File: config.mk
export PLATFORM = sky130hd
export DESIGN_NAME = dsm_top
export DESIGN_NICKNAME = d
export VERILOG_FILES = /design/src/dsm_pkg.sv /design/src/dsm_rate_gen.sv /design/src/dsm_fifo.sv /design/src/dsm_top.sv
export SDC_FILE = /design/constraint.sdc
export NUM_CORES = 2
export LEC_CHECK = 0
export BUFFER_PORTS_ARGS = -buffer_cell sky130_fd_sc_hd__clkbuf_2
export CAP_MARGIN = 15
export CORE_AREA = 2 2 445 447
export DETAILED_ROUTE_END_ITERATION = 8
export DIE_AREA = 0 0 447 449
export HOLD_SLACK_MARGIN = 0.02
export PLACE_DENSITY_LB_ADDON = 0.1
export SETUP_SLACK_MARGIN = 0.02
export SLEW_MARGIN = 10
export SYNTH_ARGS = -nofsm -noshare
export SYNTH_HDL_FRONTEND = slang
export SYNTH_SLANG_ARGS = --single-unit
File: constraint.sdc
create_clock -name sys_clk -period 9.7 [get_ports sys_clk]
set_clock_uncertainty 0.05 [all_clocks]
set_input_delay 1.94 -clock sys_clk [delete_from_list [all_inputs] [get_ports sys_clk]]
set_output_delay 1.94 -clock sys_clk [all_outputs]
set_load 0.02 [all_outputs]
File: src/dsm_pkg.sv
// Shared constants for the double-rate sample interleaving block.
// Assumes one 125 MHz system clock and 24-bit audio words throughout.
`default_nettype none

package dsm_pkg;

    localparam int CLK_HZ = 125000000;
    localparam int SAMPLE_W = 24;
    localparam int LINK_CH = 8;
    localparam int CH_W = 3;
    localparam int SRC_DS_CH = 4;

    // Base and doubled sample rates
    localparam int RATE_44K1_HZ = 44100;
    localparam int RATE_48K_HZ = 48000;
    localparam int RATE_88K2_HZ = 88200;
    localparam int RATE_96K_HZ = 96000;
    localparam int MAX_LINK_RATE_HZ = 48000;

    // Phase accumulator increments, rate * 2^32 / clock
    localparam int ACC_W = 32;
    localparam logic [ACC_W-1:0] INC_44K1 =
        ACC_W'((64'(RATE_44K1_HZ) << ACC_W) / 64'(CLK_HZ));
    localparam logic [ACC_W-1:0] INC_48K =
        ACC_W'((64'(RATE_48K_HZ) << ACC_W) / 64'(CLK_HZ));
    localparam logic [ACC_W-1:0] INC_88K2 =
        ACC_W'((64'(RATE_88K2_HZ) << ACC_W) / 64'(CLK_HZ));
    localparam logic [ACC_W-1:0] INC_96K =
        ACC_W'((64'(RATE_96K_HZ) << ACC_W) / 64'(CLK_HZ));

    // Shortest legal link frame, rounded down to whole cycles
    localparam int FRAME_MIN_CYC = CLK_HZ / MAX_LINK_RATE_HZ;
    localparam int GAP_W = 13;

    // Pass-through delay in frame periods and bank ring
    localparam int LAT_FRAMES = 3;
    localparam int BANKS = 4;
    localparam int BANK_W = 2;

    // Playback safety margin in samples
    localparam int SAFETY_SAMPLES = 32;
    localparam int HOSTBUF_W = 12;
    localparam int WAIT_W = 13;

    // Transmit buffer
    localparam int FIFO_DEPTH = 16;
    localparam int FIFO_W = CH_W + SAMPLE_W;

    // Transfer checking
    localparam int SEQ_W = 8;
    localparam int LEN_W = 8;
    localparam int POS_W = 32;
    localparam int ERRCNT_W = 16;
    localparam logic DIR_REC = 1'b0;
    localparam logic DIR_PLAY = 1'b1;

endpackage

`default_nettype wire

File: src/dsm_rate_gen.sv
// Fractional sample-tick generator driven by a phase accumulator.
// Assumes the increment is held steady by the caller between frames.
`timescale 1ns/1ps
`default_nettype none

module dsm_rate_gen
    import dsm_pkg::*;
(
    input wire logic sys_clk, // System clock
    input wire logic sys_rst, // Async reset, active high
    input wire logic [ACC_W-1:0] inc, // Phase step per clock
    output logic tick // One pulse per sample period
);

    logic [ACC_W-1:0] acc;
    logic [ACC_W:0] next_sum;

    assign next_sum = {1'b0, acc} + {1'b0, inc};

    always_ff @(posedge sys_clk or posedge sys_rst) begin
        if (sys_rst) begin
            acc <= '0;
            tick <= 1'b0;
        end else begin
            acc <= next_sum[ACC_W-1:0];
            tick <= next_sum[ACC_W];
        end
    end

endmodule // dsm_rate_gen

`default_nettype wire

File: src/dsm_fifo.sv
// Synchronous FIFO with valid/ready on both sides.
// Assumes a single clock; full and empty come from an occupancy count.
`timescale 1ns/1ps
`default_nettype none

module dsm_fifo #(
    parameter int WIDTH = 27,
    parameter int DEPTH = 16
) (
    input wire logic sys_clk, // System clock
    input wire logic sys_rst, // Async reset, active high
    input wire logic in_valid, // Write request
    output logic in_ready, // Not full
    input wire logic [WIDTH-1:0] in_data, // Write word
    output logic out_valid, // Not empty
    input wire logic out_ready, // Read accept
    output logic [WIDTH-1:0] out_data // Head word
);

    localparam int AW = $clog2(DEPTH);

    logic [WIDTH-1:0] mem [DEPTH];
    logic [AW-1:0] wr_ptr;
    logic [AW-1:0] rd_ptr;
    logic [AW:0] count;
    logic push;
    logic pop;

    assign in_ready = (count != (AW+1)'(DEPTH));
    assign out_valid = (count != '0);
    assign push = in_valid && in_ready;
    assign pop = out_valid && out_ready;
    assign out_data = mem[rd_ptr];

    always_ff @(posedge sys_clk) begin
        if (push) begin
            mem[wr_ptr] <= in_data;
        end
    end

    always_ff @(posedge sys_clk or posedge sys_rst) begin
        if (sys_rst) begin
            wr_ptr <= '0;
            rd_ptr <= '0;
            count <= '0;
        end else begin
            if (push) begin
                wr_ptr <= wr_ptr + 1'b1;
            end
            if (pop) begin
                rd_ptr <= rd_ptr + 1'b1;
            end
            if (push && !pop) begin
                count <= count + 1'b1;
            end else if (pop && !push) begin
                count <= count - 1'b1;
            end
        end
    end

endmodule // dsm_fifo

`default_nettype wire

File: src/dsm_top.sv
// Double-rate sample interleaving onto an 8-channel optical link,
// with pass-through delay, playback safety wait and transfer checking.
// Assumes mixer and transfer engine run on sys_clk; mode pins do not.
`timescale 1ns/1ps
`default_nettype none

module dsm_top
    import dsm_pkg::*;
(
    input wire logic sys_clk, // 125 MHz system clock
    input wire logic sys_rst, // Async reset, active high
    input wire logic rate_48k_pin, // Base rate: 1 = 48k, 0 = 44.1k
    input wire logic double_rate_operation, // Double rate request pin
    output logic smp_tick, // Internal sample period pulse
    output logic sample_interleaving, // Link is interleaving
    input wire logic mix_valid, // Mixer sample valid
    output logic mix_ready, // Mixer sample accepted
    input wire logic [CH_W-1:0] mix_chan, // Mixer source channel
    input wire logic [SAMPLE_W-1:0] mix_sample, // Mixer sample
    output logic tx_valid, // Link word valid
    input wire logic tx_ready, // Transmitter takes word
    output logic [CH_W-1:0] tx_chan, // Link channel of word
    output logic [SAMPLE_W-1:0] tx_sample, // Link sample word
    output logic tx_frame, // Link frame start pulse
    output logic tx_overrun, // Sticky: frame not drained in time
    input wire logic [HOSTBUF_W-1:0] host_buf_size, // Host buffer, samples
    input wire logic play_start, // Host stream start pulse
    input wire logic play_stop, // Host stream stop pulse
    output logic play_run, // Playback released
    input wire logic usb_pkt_valid, // Transfer packet done pulse
    input wire logic usb_pkt_dir, // 0 record, 1 playback
    input wire logic usb_pkt_bad, // Packet failed its check
    input wire logic [SEQ_W-1:0] usb_pkt_seq, // Packet sequence number
    input wire logic [LEN_W-1:0] usb_pkt_len, // Samples per packet
    input wire logic err_clr, // Clear sticky transfer error flags
    output logic rec_err, // Sticky record transfer error
    output logic play_err, // Sticky playback transfer error
    output logic [ERRCNT_W-1:0] err_count, // Total transfer errors
    output logic [POS_W-1:0] rec_pos, // Record sample position
    output logic [POS_W-1:0] play_pos // Playback sample position
);

    typedef enum logic [1:0] {
        DSM_IDLE = 2'b00,
        DSM_SEND = 2'b01
    } dsm_send_t;

    // Link slot: keep flag plus link channel
    function automatic logic [CH_W:0] link_slot(
        input logic [CH_W-1:0] chan,
        input logic dbl,
        input logic ph
    );
        if (!dbl) begin
            link_slot = {1'b1, chan};
        end else if (chan < CH_W'(SRC_DS_CH)) begin
            link_slot = {1'b1, chan[1:0], ph};
        end else begin
            link_slot = {1'b0, CH_W'(0)};
        end
    endfunction

    // Position advance across a gap of missed packets
    function automatic logic [POS_W-1:0] pos_step(
        input logic [SEQ_W-1:0] gap,
        input logic [LEN_W-1:0] len
    );
        pos_step = POS_W'(gap) * POS_W'(len) + POS_W'(len);
    endfunction

    logic [1:0] rate_sync;
    logic [1:0] dbl_sync;
    logic mode_dbl;
    logic mode_48k;
    logic [ACC_W-1:0] smp_inc;
    logic phase;
    logic frame_tick;
    logic [SAMPLE_W-1:0] bank [BANKS][LINK_CH];
    logic [BANK_W-1:0] wr_bank;
    logic [BANK_W-1:0] send_bank;
    logic [CH_W-1:0] send_idx;
    dsm_send_t send_state;
    logic [CH_W:0] slot;
    logic mix_take;
    logic fifo_in_ready;
    logic push;
    logic [FIFO_W-1:0] fifo_out;
    logic [WAIT_W-1:0] play_wait;
    logic play_armed;
    logic [SEQ_W-1:0] rec_seq;
    logic [SEQ_W-1:0] play_seq;
    logic [SEQ_W-1:0] gap;
    logic seq_err;
    logic pkt_err;
    logic [GAP_W-1:0] frame_gap;
    logic [1:0] ticks_in_frame;

    // Mode pins come from another domain
    always_ff @(posedge sys_clk or posedge sys_rst) begin
        if (sys_rst) begin
            rate_sync <= 2'b00;
            dbl_sync <= 2'b00;
        end else begin
            rate_sync <= {rate_sync[0], rate_48k_pin};
            dbl_sync <= {dbl_sync[0], double_rate_operation};
        end
    end

    // Mode changes only at a frame boundary
    always_ff @(posedge sys_clk or posedge sys_rst) begin
        if (sys_rst) begin
            mode_dbl <= 1'b0;
            mode_48k <= 1'b0;
        end else if (frame_tick) begin
            mode_dbl <= dbl_sync[1];
            mode_48k <= rate_sync[1];
        end
    end

    always_comb begin
        unique case ({mode_dbl, mode_48k})
            2'b00: smp_inc = INC_44K1;
            2'b01: smp_inc = INC_48K;
            2'b10: smp_inc = INC_88K2;
            2'b11: smp_inc = INC_96K;
        endcase
    end

    dsm_rate_gen u_rate (
        .sys_clk(sys_clk),
        .sys_rst(sys_rst),
        .inc(smp_inc),
        .tick(smp_tick)
    );

    // Every second tick closes a frame at double rate
    assign frame_tick = smp_tick && (!mode_dbl || phase);
    assign sample_interleaving = mode_dbl;

    always_ff @(posedge sys_clk or posedge sys_rst) begin
        if (sys_rst) begin
            phase <= 1'b0;
        end else if (frame_tick) begin
            phase <= 1'b0;
        end else if (smp_tick) begin
            phase <= 1'b1;
        end
    end

    // Mixer side: always accepts, upper channels dropped at double rate
    assign mix_ready = 1'b1;
    assign mix_take = mix_valid && mix_ready;
    assign slot = link_slot(mix_chan, mode_dbl, phase);

    always_ff @(posedge sys_clk) begin
        if (mix_take && slot[CH_W]) begin
            bank[wr_bank][slot[CH_W-1:0]] <= mix_sample;
        end
    end

    // Bank ring: frame n leaves at the third frame tick
    always_ff @(posedge sys_clk or posedge sys_rst) begin
        if (sys_rst) begin
            wr_bank <= '0;
        end else if (frame_tick) begin
            wr_bank <= wr_bank + 1'b1;
        end
    end

    always_ff @(posedge sys_clk or posedge sys_rst) begin
        if (sys_rst) begin
            send_state <= DSM_IDLE;
            send_bank <= '0;
            send_idx <= '0;
        end else if (frame_tick) begin
            send_state <= DSM_SEND;
            send_bank <= wr_bank - BANK_W'(LAT_FRAMES - 1);
            send_idx <= '0;
        end else if (push) begin
            send_idx <= send_idx + 1'b1;
            if (send_idx == CH_W'(LINK_CH - 1)) begin
                send_state <= DSM_IDLE;
            end
        end
    end

    always_ff @(posedge sys_clk or posedge sys_rst) begin
        if (sys_rst) begin
            tx_overrun <= 1'b0;
        end else if (frame_tick && send_state == DSM_SEND) begin
            tx_overrun <= 1'b1;
        end
    end

    // Full buffer stalls the frame sender
    assign push = (send_state == DSM_SEND) && fifo_in_ready;

    dsm_fifo #(
        .WIDTH(FIFO_W),
        .DEPTH(FIFO_DEPTH)
    ) u_fifo (
        .sys_clk(sys_clk),
        .sys_rst(sys_rst),
        .in_valid(send_state == DSM_SEND),
        .in_ready(fifo_in_ready),
        .in_data({send_idx, bank[send_bank][send_idx]}),
        .out_valid(tx_valid),
        .out_ready(tx_ready),
        .out_data(fifo_out)
    );

    assign tx_chan = fifo_out[FIFO_W-1:SAMPLE_W];
    assign tx_sample = fifo_out[SAMPLE_W-1:0];
    assign tx_frame = tx_valid && tx_ready && (tx_chan == '0);

    // Playback waits host buffer plus the safety margin
    always_ff @(posedge sys_clk or posedge sys_rst) begin
        if (sys_rst) begin
            play_wait <= '0;
            play_armed <= 1'b0;
            play_run <= 1'b0;
        end else if (play_stop) begin
            play_armed <= 1'b0;
            play_run <= 1'b0;
        end else if (play_start) begin
            play_wait <= WAIT_W'(host_buf_size) +
                WAIT_W'(SAFETY_SAMPLES);
            play_armed <= 1'b1;
            play_run <= 1'b0;
        end else if (play_armed && smp_tick) begin
            if (play_wait == '0) begin
                play_armed <= 1'b0;
                play_run <= 1'b1;
            end else begin
                play_wait <= play_wait - 1'b1;
            end
        end
    end

    // Transfer checking and drop-out repositioning
    assign gap = usb_pkt_seq - (usb_pkt_dir ? play_seq : rec_seq);
    assign seq_err = (gap != '0);
    assign pkt_err = usb_pkt_valid && (usb_pkt_bad || seq_err);

    always_ff @(posedge sys_clk or posedge sys_rst) begin
        if (sys_rst) begin
            rec_seq <= '0;
            play_seq <= '0;
            rec_pos <= '0;
            play_pos <= '0;
        end else if (usb_pkt_valid) begin
            if (usb_pkt_dir == DIR_PLAY) begin
                play_seq <= usb_pkt_seq + 1'b1;
                play_pos <= play_pos + pos_step(gap, usb_pkt_len);
            end else begin
                rec_seq <= usb_pkt_seq + 1'b1;
                rec_pos <= rec_pos + pos_step(gap, usb_pkt_len);
            end
        end
    end

    // Set wins over clear
    always_ff @(posedge sys_clk or posedge sys_rst) begin
        if (sys_rst) begin
            rec_err <= 1'b0;
            play_err <= 1'b0;
        end else begin
            rec_err <= (rec_err && !err_clr) ||
                (pkt_err && usb_pkt_dir == DIR_REC);
            play_err <= (play_err && !err_clr) ||
                (pkt_err && usb_pkt_dir == DIR_PLAY);
        end
    end

    always_ff @(posedge sys_clk or posedge sys_rst) begin
        if (sys_rst) begin
            err_count <= '0;
        end else if (pkt_err && err_count != '1) begin
            err_count <= err_count + 1'b1;
        end
    end

    // Helper counters for checking frame timing
    always_ff @(posedge sys_clk or posedge sys_rst) begin
        if (sys_rst) begin
            frame_gap <= '0;
            ticks_in_frame <= '0;
        end else if (frame_tick) begin
            frame_gap <= '0;
            ticks_in_frame <= '0;
        end else begin
            if (frame_gap != '1) begin
                frame_gap <= frame_gap + 1'b1;
            end
            if (smp_tick) begin
                ticks_in_frame <= ticks_in_frame + 1'b1;
            end
        end
    end

    chk_rate_select: assert property (
        @(posedge sys_clk) disable iff (sys_rst)
        mode_dbl |-> smp_inc == (mode_48k ? INC_96K : INC_88K2))
        else $error("double rate increment wrong");

    chk_sample_width: assert property (
        @(posedge sys_clk) disable iff (sys_rst)
        (mix_take && !mode_dbl) |=>
        bank[$past(wr_bank)][$past(mix_chan)] == $past(mix_sample))
        else $error("sample not stored intact");

    chk_odd_even: assert property (
        @(posedge sys_clk) disable iff (sys_rst)
        (mix_take && mode_dbl && mix_chan < CH_W'(SRC_DS_CH)) |=>
        bank[$past(wr_bank)][{$past(mix_chan[1:0]), $past(phase)}]
            == $past(mix_sample))
        else $error("interleaved sample misplaced");

    chk_link_rate: assert property (
        @(posedge sys_clk) disable iff (sys_rst)
        frame_tick |->
        frame_gap >= GAP_W'(FRAME_MIN_CYC - 1))
        else $error("link frame faster than 48 kHz");

    chk_upper_drop: assert property (
        @(posedge sys_clk) disable iff (sys_rst)
        (mode_dbl && mix_chan >= CH_W'(SRC_DS_CH)) |-> !slot[CH_W])
        else $error("upper channel kept at double rate");

    chk_frame_ticks: assert property (
        @(posedge sys_clk) disable iff (sys_rst)
        (frame_tick && mode_dbl) |-> ticks_in_frame == 2'd1)
        else $error("double rate frame not two samples");

    chk_delay_bank: assert property (
        @(posedge sys_clk) disable iff (sys_rst)
        frame_tick |=> send_bank ==
            $past(wr_bank) - BANK_W'(LAT_FRAMES - 1)
            && send_state == DSM_SEND)
        else $error("pass-through delay wrong");

    chk_safety_load: assert property (
        @(posedge sys_clk) disable iff (sys_rst)
        (play_start && !play_stop) |=> play_wait ==
            WAIT_W'($past(host_buf_size)) + WAIT_W'(SAFETY_SAMPLES)
            && !play_run)
        else $error("safety wait not loaded");

    chk_usb_flag: assert property (
        @(posedge sys_clk) disable iff (sys_rst)
        (usb_pkt_valid && usb_pkt_bad && usb_pkt_dir == DIR_REC) |=>
        rec_err && ($changed(err_count) || err_count == '1))
        else $error("record error not flagged");

    cov_double_frame: cover property (
        @(posedge sys_clk) disable iff (sys_rst) frame_tick && mode_dbl);
    cov_overrun: cover property (
        @(posedge sys_clk) disable iff (sys_rst) $rose(tx_overrun));
    cov_usb_gap: cover property (
        @(posedge sys_clk) disable iff (sys_rst) usb_pkt_valid && seq_err);
    cov_play_run: cover property (
        @(posedge sys_clk) disable iff (sys_rst) $rose(play_run));

endmodule // dsm_top

`default_nettype wire

# Word-level counts from Yosys, hierarchy flattened
# Memory sizes are Yosys's and may differ from the RTL's.
# Cells that the tools add are included.
[classes]
n_lt_le_gt_ge = 4
mul = 1
add_sub_neg = 16
bitwise = 4
n_eq_ne = 8
reduce_logical = 41
mux = 33
[op_table]
columns = ["operator", "n"]
rows = [
  ["192-bit two-way mux", 1],
  ["32-bit case mux with 4 select lines", 1],
  ["24-bit binary-select mux with 3-bit select", 1],
  ["24-bit demux with 3-bit select", 1],
  ["24-bit two-way mux", 3],
  ["13-bit two-way mux", 3],
  ["32-bit by 32-bit adder with 33-bit output", 1],
  ["32-bit by 17-bit adder with 32-bit output", 1],
  ["32-bit adder", 1],
  ["16-bit by 8-bit adder with 17-bit output", 1],
  ["16-bit by 1-bit adder with 16-bit output (second input constant)", 1],
  ["1-bit logical AND", 16],
  ["8-bit by 8-bit multiplier with 16-bit output", 1],
  ["16-bit != test (second input constant)", 1],
  ["12-bit by 6-bit adder with 13-bit output (second input constant)", 1],
  ["13-bit zero test", 1],
  ["1-bit two-way mux", 13],
  ["13-bit by 1-bit subtractor with 13-bit output (second input constant)", 1],
  ["5-bit two-way mux", 2],
  ["2-bit nonzero test", 5],
  ["4-bit by 1-bit adder with 4-bit output (second input constant)", 2],
  ["8-bit by 1-bit adder with 8-bit output (second input constant)", 1],
  ["4-bit >= comparator (second input constant)", 2],
  ["4-bit two-way mux", 2],
  ["other kinds (27)", 44],
]
[word_totals]
mem_count = 2
wordCells = 134
inputBits = 67
output_inout_bits = 116
mem_bits_rw = 1200
reg_bits = 176
[memory_table]
columns = ["memory", "depth", "word_bits", "rd", "rd_ports_with_merged_regs", "wr", "line", "rtl"]
rows = [
  ["bank", 4, 192, 1, 0, 1, "dsm_top.sv:78", "logic [SAMPLE_W-1:0] bank [BANKS][LINK_CH];"],
  ["u_fifo.mem", 16, 27, 1, 0, 1, "dsm_fifo.sv:22", "logic [WIDTH-1:0] mem [DEPTH];"],
]

# Longest topological paths before layout
[logic_depth]
word_depth = 9
mapped_depth = 33
mapped_depth_nobuf = 31

# Cells and area by module
# From an unflattened synthesis, not the netlist that was laid out.
[unflattened]
hier_cells = 3475
area_unflattened_um2 = 60031.3
[modules_own_cells]
columns = ["module", "instances", "seq_area_each_um2", "cells_each", "area_each_um2"]
rows = [
  ["dsm_top", 1, 26290.2, 2305, 39758.1],
  ["dsm_fifo", 1, 13297.8, 862, 17541.8],
  ["dsm_rate_gen", 1, 825.8, 308, 2731.4],
]

# Worst setup path before layout
# Ideal clock, no wire load.
[synth_timing]
kind = "input to register"
startpoint = "input usb_pkt_dir"
endpoint = "register rec_pos[28]"
setup_slack_ps = 310
path_stages = 31
path_buffers = 1
t_arrival_ps = 9210
required_time_ps = 9520
path_cell_list = "buf_1 mux2_2 ha_1 inv_1 fa_1 a211oi_1 nor2_1 or4_1 nand3_1 nand2_1 fa_1 inv_1 fa_1 inv_1 fa_1 fa_1 inv_1 ha_1 o21ai_1 a21boi_1 o21ai_1 a21oi_1 a21oi_1 xnor2_1 ha_1 a21o_1 o41ai_1 o211ai_1 a21oi_1 nor4_1 xnor2_1"
[synth_between]
elab_chain_len = 5
word_cells_on_any_way = 7
[synth_rtl]
columns = ["element", "line", "rtl"]
rows = [
  ["start: declaration", "dsm_top.sv:31", "input wire logic usb_pkt_dir,"],
  ["8-bit two-way mux", "dsm_top.sv:241", "assign gap = usb_pkt_seq - (usb_pkt_dir ? play_seq : rec_seq);"],
  ["8-bit subtractor", "dsm_top.sv:241", ""],
  ["8-bit by 8-bit multiplier with 16-bit output", "dsm_top.sv:68", "pos_step = POS_W'(gap) * POS_W'(len) + POS_W'(len);"],
  ["16-bit by 8-bit adder with 17-bit output", "dsm_top.sv:68", ""],
  ["32-bit by 17-bit adder with 32-bit output", "dsm_top.sv:257", "rec_pos <= rec_pos + pos_step(gap, usb_pkt_len);"],
  ["end signal: assignment", "dsm_top.sv:257", ""],
  ["end: declaration", "dsm_top.sv:39", "output logic [POS_W-1:0] rec_pos,"],
]
# Parallel ways exist; a longest one is shown, timed or not.
# A chain may end at the register's enable or synchronous reset.

# Worst setup path in the final report
# Same ends and word-level chain as after synthesis.

==> impl_results.md <==
- Synth top area cells: edfxtp_1 62%, mux4_2 14%, dfrtp_1 7.5%
- Die ar.: 0.201 mm²
- Post-Synth Simple-Gate Area: 4.28%
- Chip height: 449 µm
- Post-CTS Resized: 0
- Die W: 447 µm
- Clock sink total: 1375
- CP required: 10.29 ns
- Clk_lat worst skew: 0.78 ns
- WS Path Type: primary input to flip-flop
- CP arrival: 9.45 ns
- Yosys top cell by area: edfxtp_1
- Worst hold path class: flip-flop to flip-flop
- DRC: 0
- Post-synth cell types: 74
- FF+latch count, synth: 1375
- Worst slew pin tran: 1.12 ns
- Hpwl dp: 94400 µm
- Largest family of logic cells by synthesized area: multiplexers
- # hold bufs at CTS: 0
- Max-slew violations: 0
- Final period util: 91.3%
- Slew headroom: 25.5%
- Fmax: 113 MHz
- Synth Flop Type: edfxtp_1
- Area share of the largest cell type after synthesis: 61.5%
- First drt pass iteration count: 5
- Layout cells sized above 1: 26.8%
- Crit path max-delay family: adder cells
- Netlist Area Pre-Place: 0.0586 mm²
- Drt total wl: 158000 µm
- Asr flop ratio synth: 12.7%
- GPL Wtd Cong: 0.781
- Final Cell Area: 0.0682 mm²
- CP max stage cell: fa_1
- Violation count after the first detailed-routing iteration: 2214
- Area share of fa/ha/maj cells after synthesis: 4.49%
- Post-synth EDFFs: 1200
- CP bufs+invs: 6
- Initial Util: 29.9%
- Total grt overflow: 0
- Min cycle time layout: 8.86 ns
- Fin. Hold Viols: 0
- RSZ-0062 raised after global routing: no
- Core Rows: 163
- First-pass GRT wire length: 230000 µm
- Global-route usage over all layers: 15.9%
- Synthesized instance count: 3188
- IR Drop Worst-Case VDD: 0.000536 V
- Outcome: finished clean
- Post-synthesis mux area share: 15.2%
- Fin Setup TNS: 0 ns
- Most used cell along the critical path: fa_1
- WL/cell: 25.2 µm
- Clock transition at path regs: 0.05 ns
- CTS Buf Count: 159
- Clock root cell: clkbuf_16
- Worst setup SP type: primary input
- Vias in the first global route: 31700
- Max-Cap Viols: 0
- Area growth syn-to-layout: 16.5%
- P_leak: 0.0229 µW
- Placement Cell Area: 0.0632 mm²
- Final ANT Viol Nets: 0
- Synth Net Count: 3436
- Critical Path Sink Type: flip-flop
- Largest net degree at the start of global routing: 121
- Clk buf depth: 3
- Port bufs: 181
- # setup viols final: 0
- Cell Pwr Density: 309 mW/mm²
- Avg Cell Area, Syn: 18.4 µm²
- Worst-path maximum fanout: 8
- Nets: 3751
- IO Pins: 183
- Synth warnings: 0
- Slowest cell delay on critical path: 0.52 ns
- Vias per Instance: 4.78
- H-tree depth: 4
- XOR/XNOR share of the synthesized area: 1.97%
- Proportion of synthesized chip area in sequential cells: 69.0%
- Core area: 0.196 mm²
- CTS tree: built
- Vias: 30000
- Setup bufs post-CTS: 0
- Initial antenna violation count: 19
- Compound-Gate Fraction of Synth Area: 3.36%
- Power Total: 21100 µW
==> final cells by class <==
cell class | instances | area [µm²]
fill | 18600 | 128000
sequential | 1375 | 40400
multi-input combinational | 1562 | 17300
clock buffer | 204 | 4260
tap | 2640 | 3300
timing repair buffer | 277 | 1650
clock inverter | 82 | 752
inverter | 128 | 489
antenna | 6 | 15.0
==> per-stage QoR <==
step	hold WS, ns	setup slack, ns	instances	utilization, %
floorplan	0.281	0.310	3188	-
global placement	0.289	-0.0526	5982	32.2
detailed placement	0.286	0.000359	5982	32.2
CTS	0.299	0.792	6268	34.8
global route	0.306	0.227	6272	34.8
finish	0.296	0.842	6274	34.8
==> final timing paths <==
check	cells after the start	startpoint	endpoint	slack, ns
worst max-delay path	32	usb_pkt_dir	rec_pos[28]$_DFFE_PP0P_	0.84
worst min-delay path	0	rate_sync[0]$_DFF_PP0_	rate_sync[1]$_DFF_PP0_	0.30
worst max register to register	31	play_seq[0]$_DFFE_PP0P_	rec_pos[28]$_DFFE_PP0P_	1.89
worst min register to register	0	rate_sync[0]$_DFF_PP0_	rate_sync[1]$_DFF_PP0_	0.30
max in group asynchronous	3	sys_rst	send_bank[0]$_DFFE_PP0P_	6.99
min in group asynchronous	2	sys_rst	err_count[6]$_DFFE_PP0P_	1.13
==> metal layers <==
metal  track usage, %  vias to the layer above  wire length [µm]
li1                 -                    13300                 -
met1             21.5                    15900             70800
met4             4.68                        0              4250
met2             26.2                      549             77700
met5                0                        -                 0
met3             2.54                      223              5550
==> state kept, by name (all words and copies together), names as in the netlist, 2 cells and up <==
signal	flops
bank	768
dbl_sync	2
err_count	16
play_pos	32
play_seq	8
play_wait	13
rate_sync	2
rec_pos	32
rec_seq	8
send_bank	2
send_idx	3
u_fifo.count	5
u_fifo.mem	432
u_fifo.rd_ptr	4
u_fifo.wr_ptr	4
u_rate.acc	32
wr_bank	2
==> power breakdown <==
| group | total [µW] | internal, µW | switching [µW] |
|---|---|---|---|
| sequential | 6700 | 6570 | 136 |
| clock | 5790 | 3310 | 2480 |
| combinational | 8560 | 3620 | 4950 |
==> Yosys cell counts, drive strengths merged, types with 5 or more instances <==
| cell | n |
|---|---|
| mux4 | 375 |
| and2 | 55 |
| a21oi | 81 |
| nand3 | 42 |
| a22oi | 5 |
| nor4 | 19 |
| a31oi | 15 |
| inv | 127 |
| xnor2 | 58 |
| nor2 | 98 |
| mux2i | 10 |
| nand4 | 18 |
| o21a | 7 |
| or2 | 6 |
| or3 | 8 |
| edfxtp | 1200 |
| nor3b | 7 |
| nor4b | 5 |
| clkbuf | 72 |
| nor2b | 10 |
| mux2 | 33 |
| xor2 | 74 |
| o31ai | 9 |
| o21ai | 114 |
| o21bai | 9 |
| dfrtp | 175 |
| and3 | 19 |
| nor3 | 40 |
| nand2b | 16 |
| fa | 49 |
| a21o | 30 |
| nand2 | 152 |
| a211oi | 12 |
| ha | 132 |
| o211ai | 6 |
| buf | 51 |
==> placed cells by master, fill, tap and decap left out, types with 9 or more instances in the layout <==
cell	count
nor4_1	13
mux2i_1	10
nand3_1	42
mux4_2	375
o21ai_0	20
o21bai_1	9
dfrtp_1	166
nand2_1	151
nor2_1	92
xor2_1	74
clkbuf_2	181
edfxtp_1	1200
a21o_1	30
nor3_1	34
clkinv_1	32
a31oi_1	15
nand4_1	18
mux2_2	28
inv_1	122
nor2b_1	10
clkinv_2	23
o21ai_1	94
clkbuf_1	36
and2_2	26
a211oi_1	12
buf_4	94
nand2b_1	15
ha_1	132
a21oi_1	81
and2_1	29
xnor2_1	58
fa_1	49
clkbuf_16	161
and3_1	13
o31ai_1	9
==> logic make-up (layout without fill, tap and decap cells) <==
family	Yosys count	count (layout)
other cells	1	7
xor+xnor	132	132
fa+ha+maj	181	181
simple gates	506	506
flops	1375	1375
mux	418	418
buf+inv	251	691
compound gates	324	324
(Power assumes the default switching activity.)
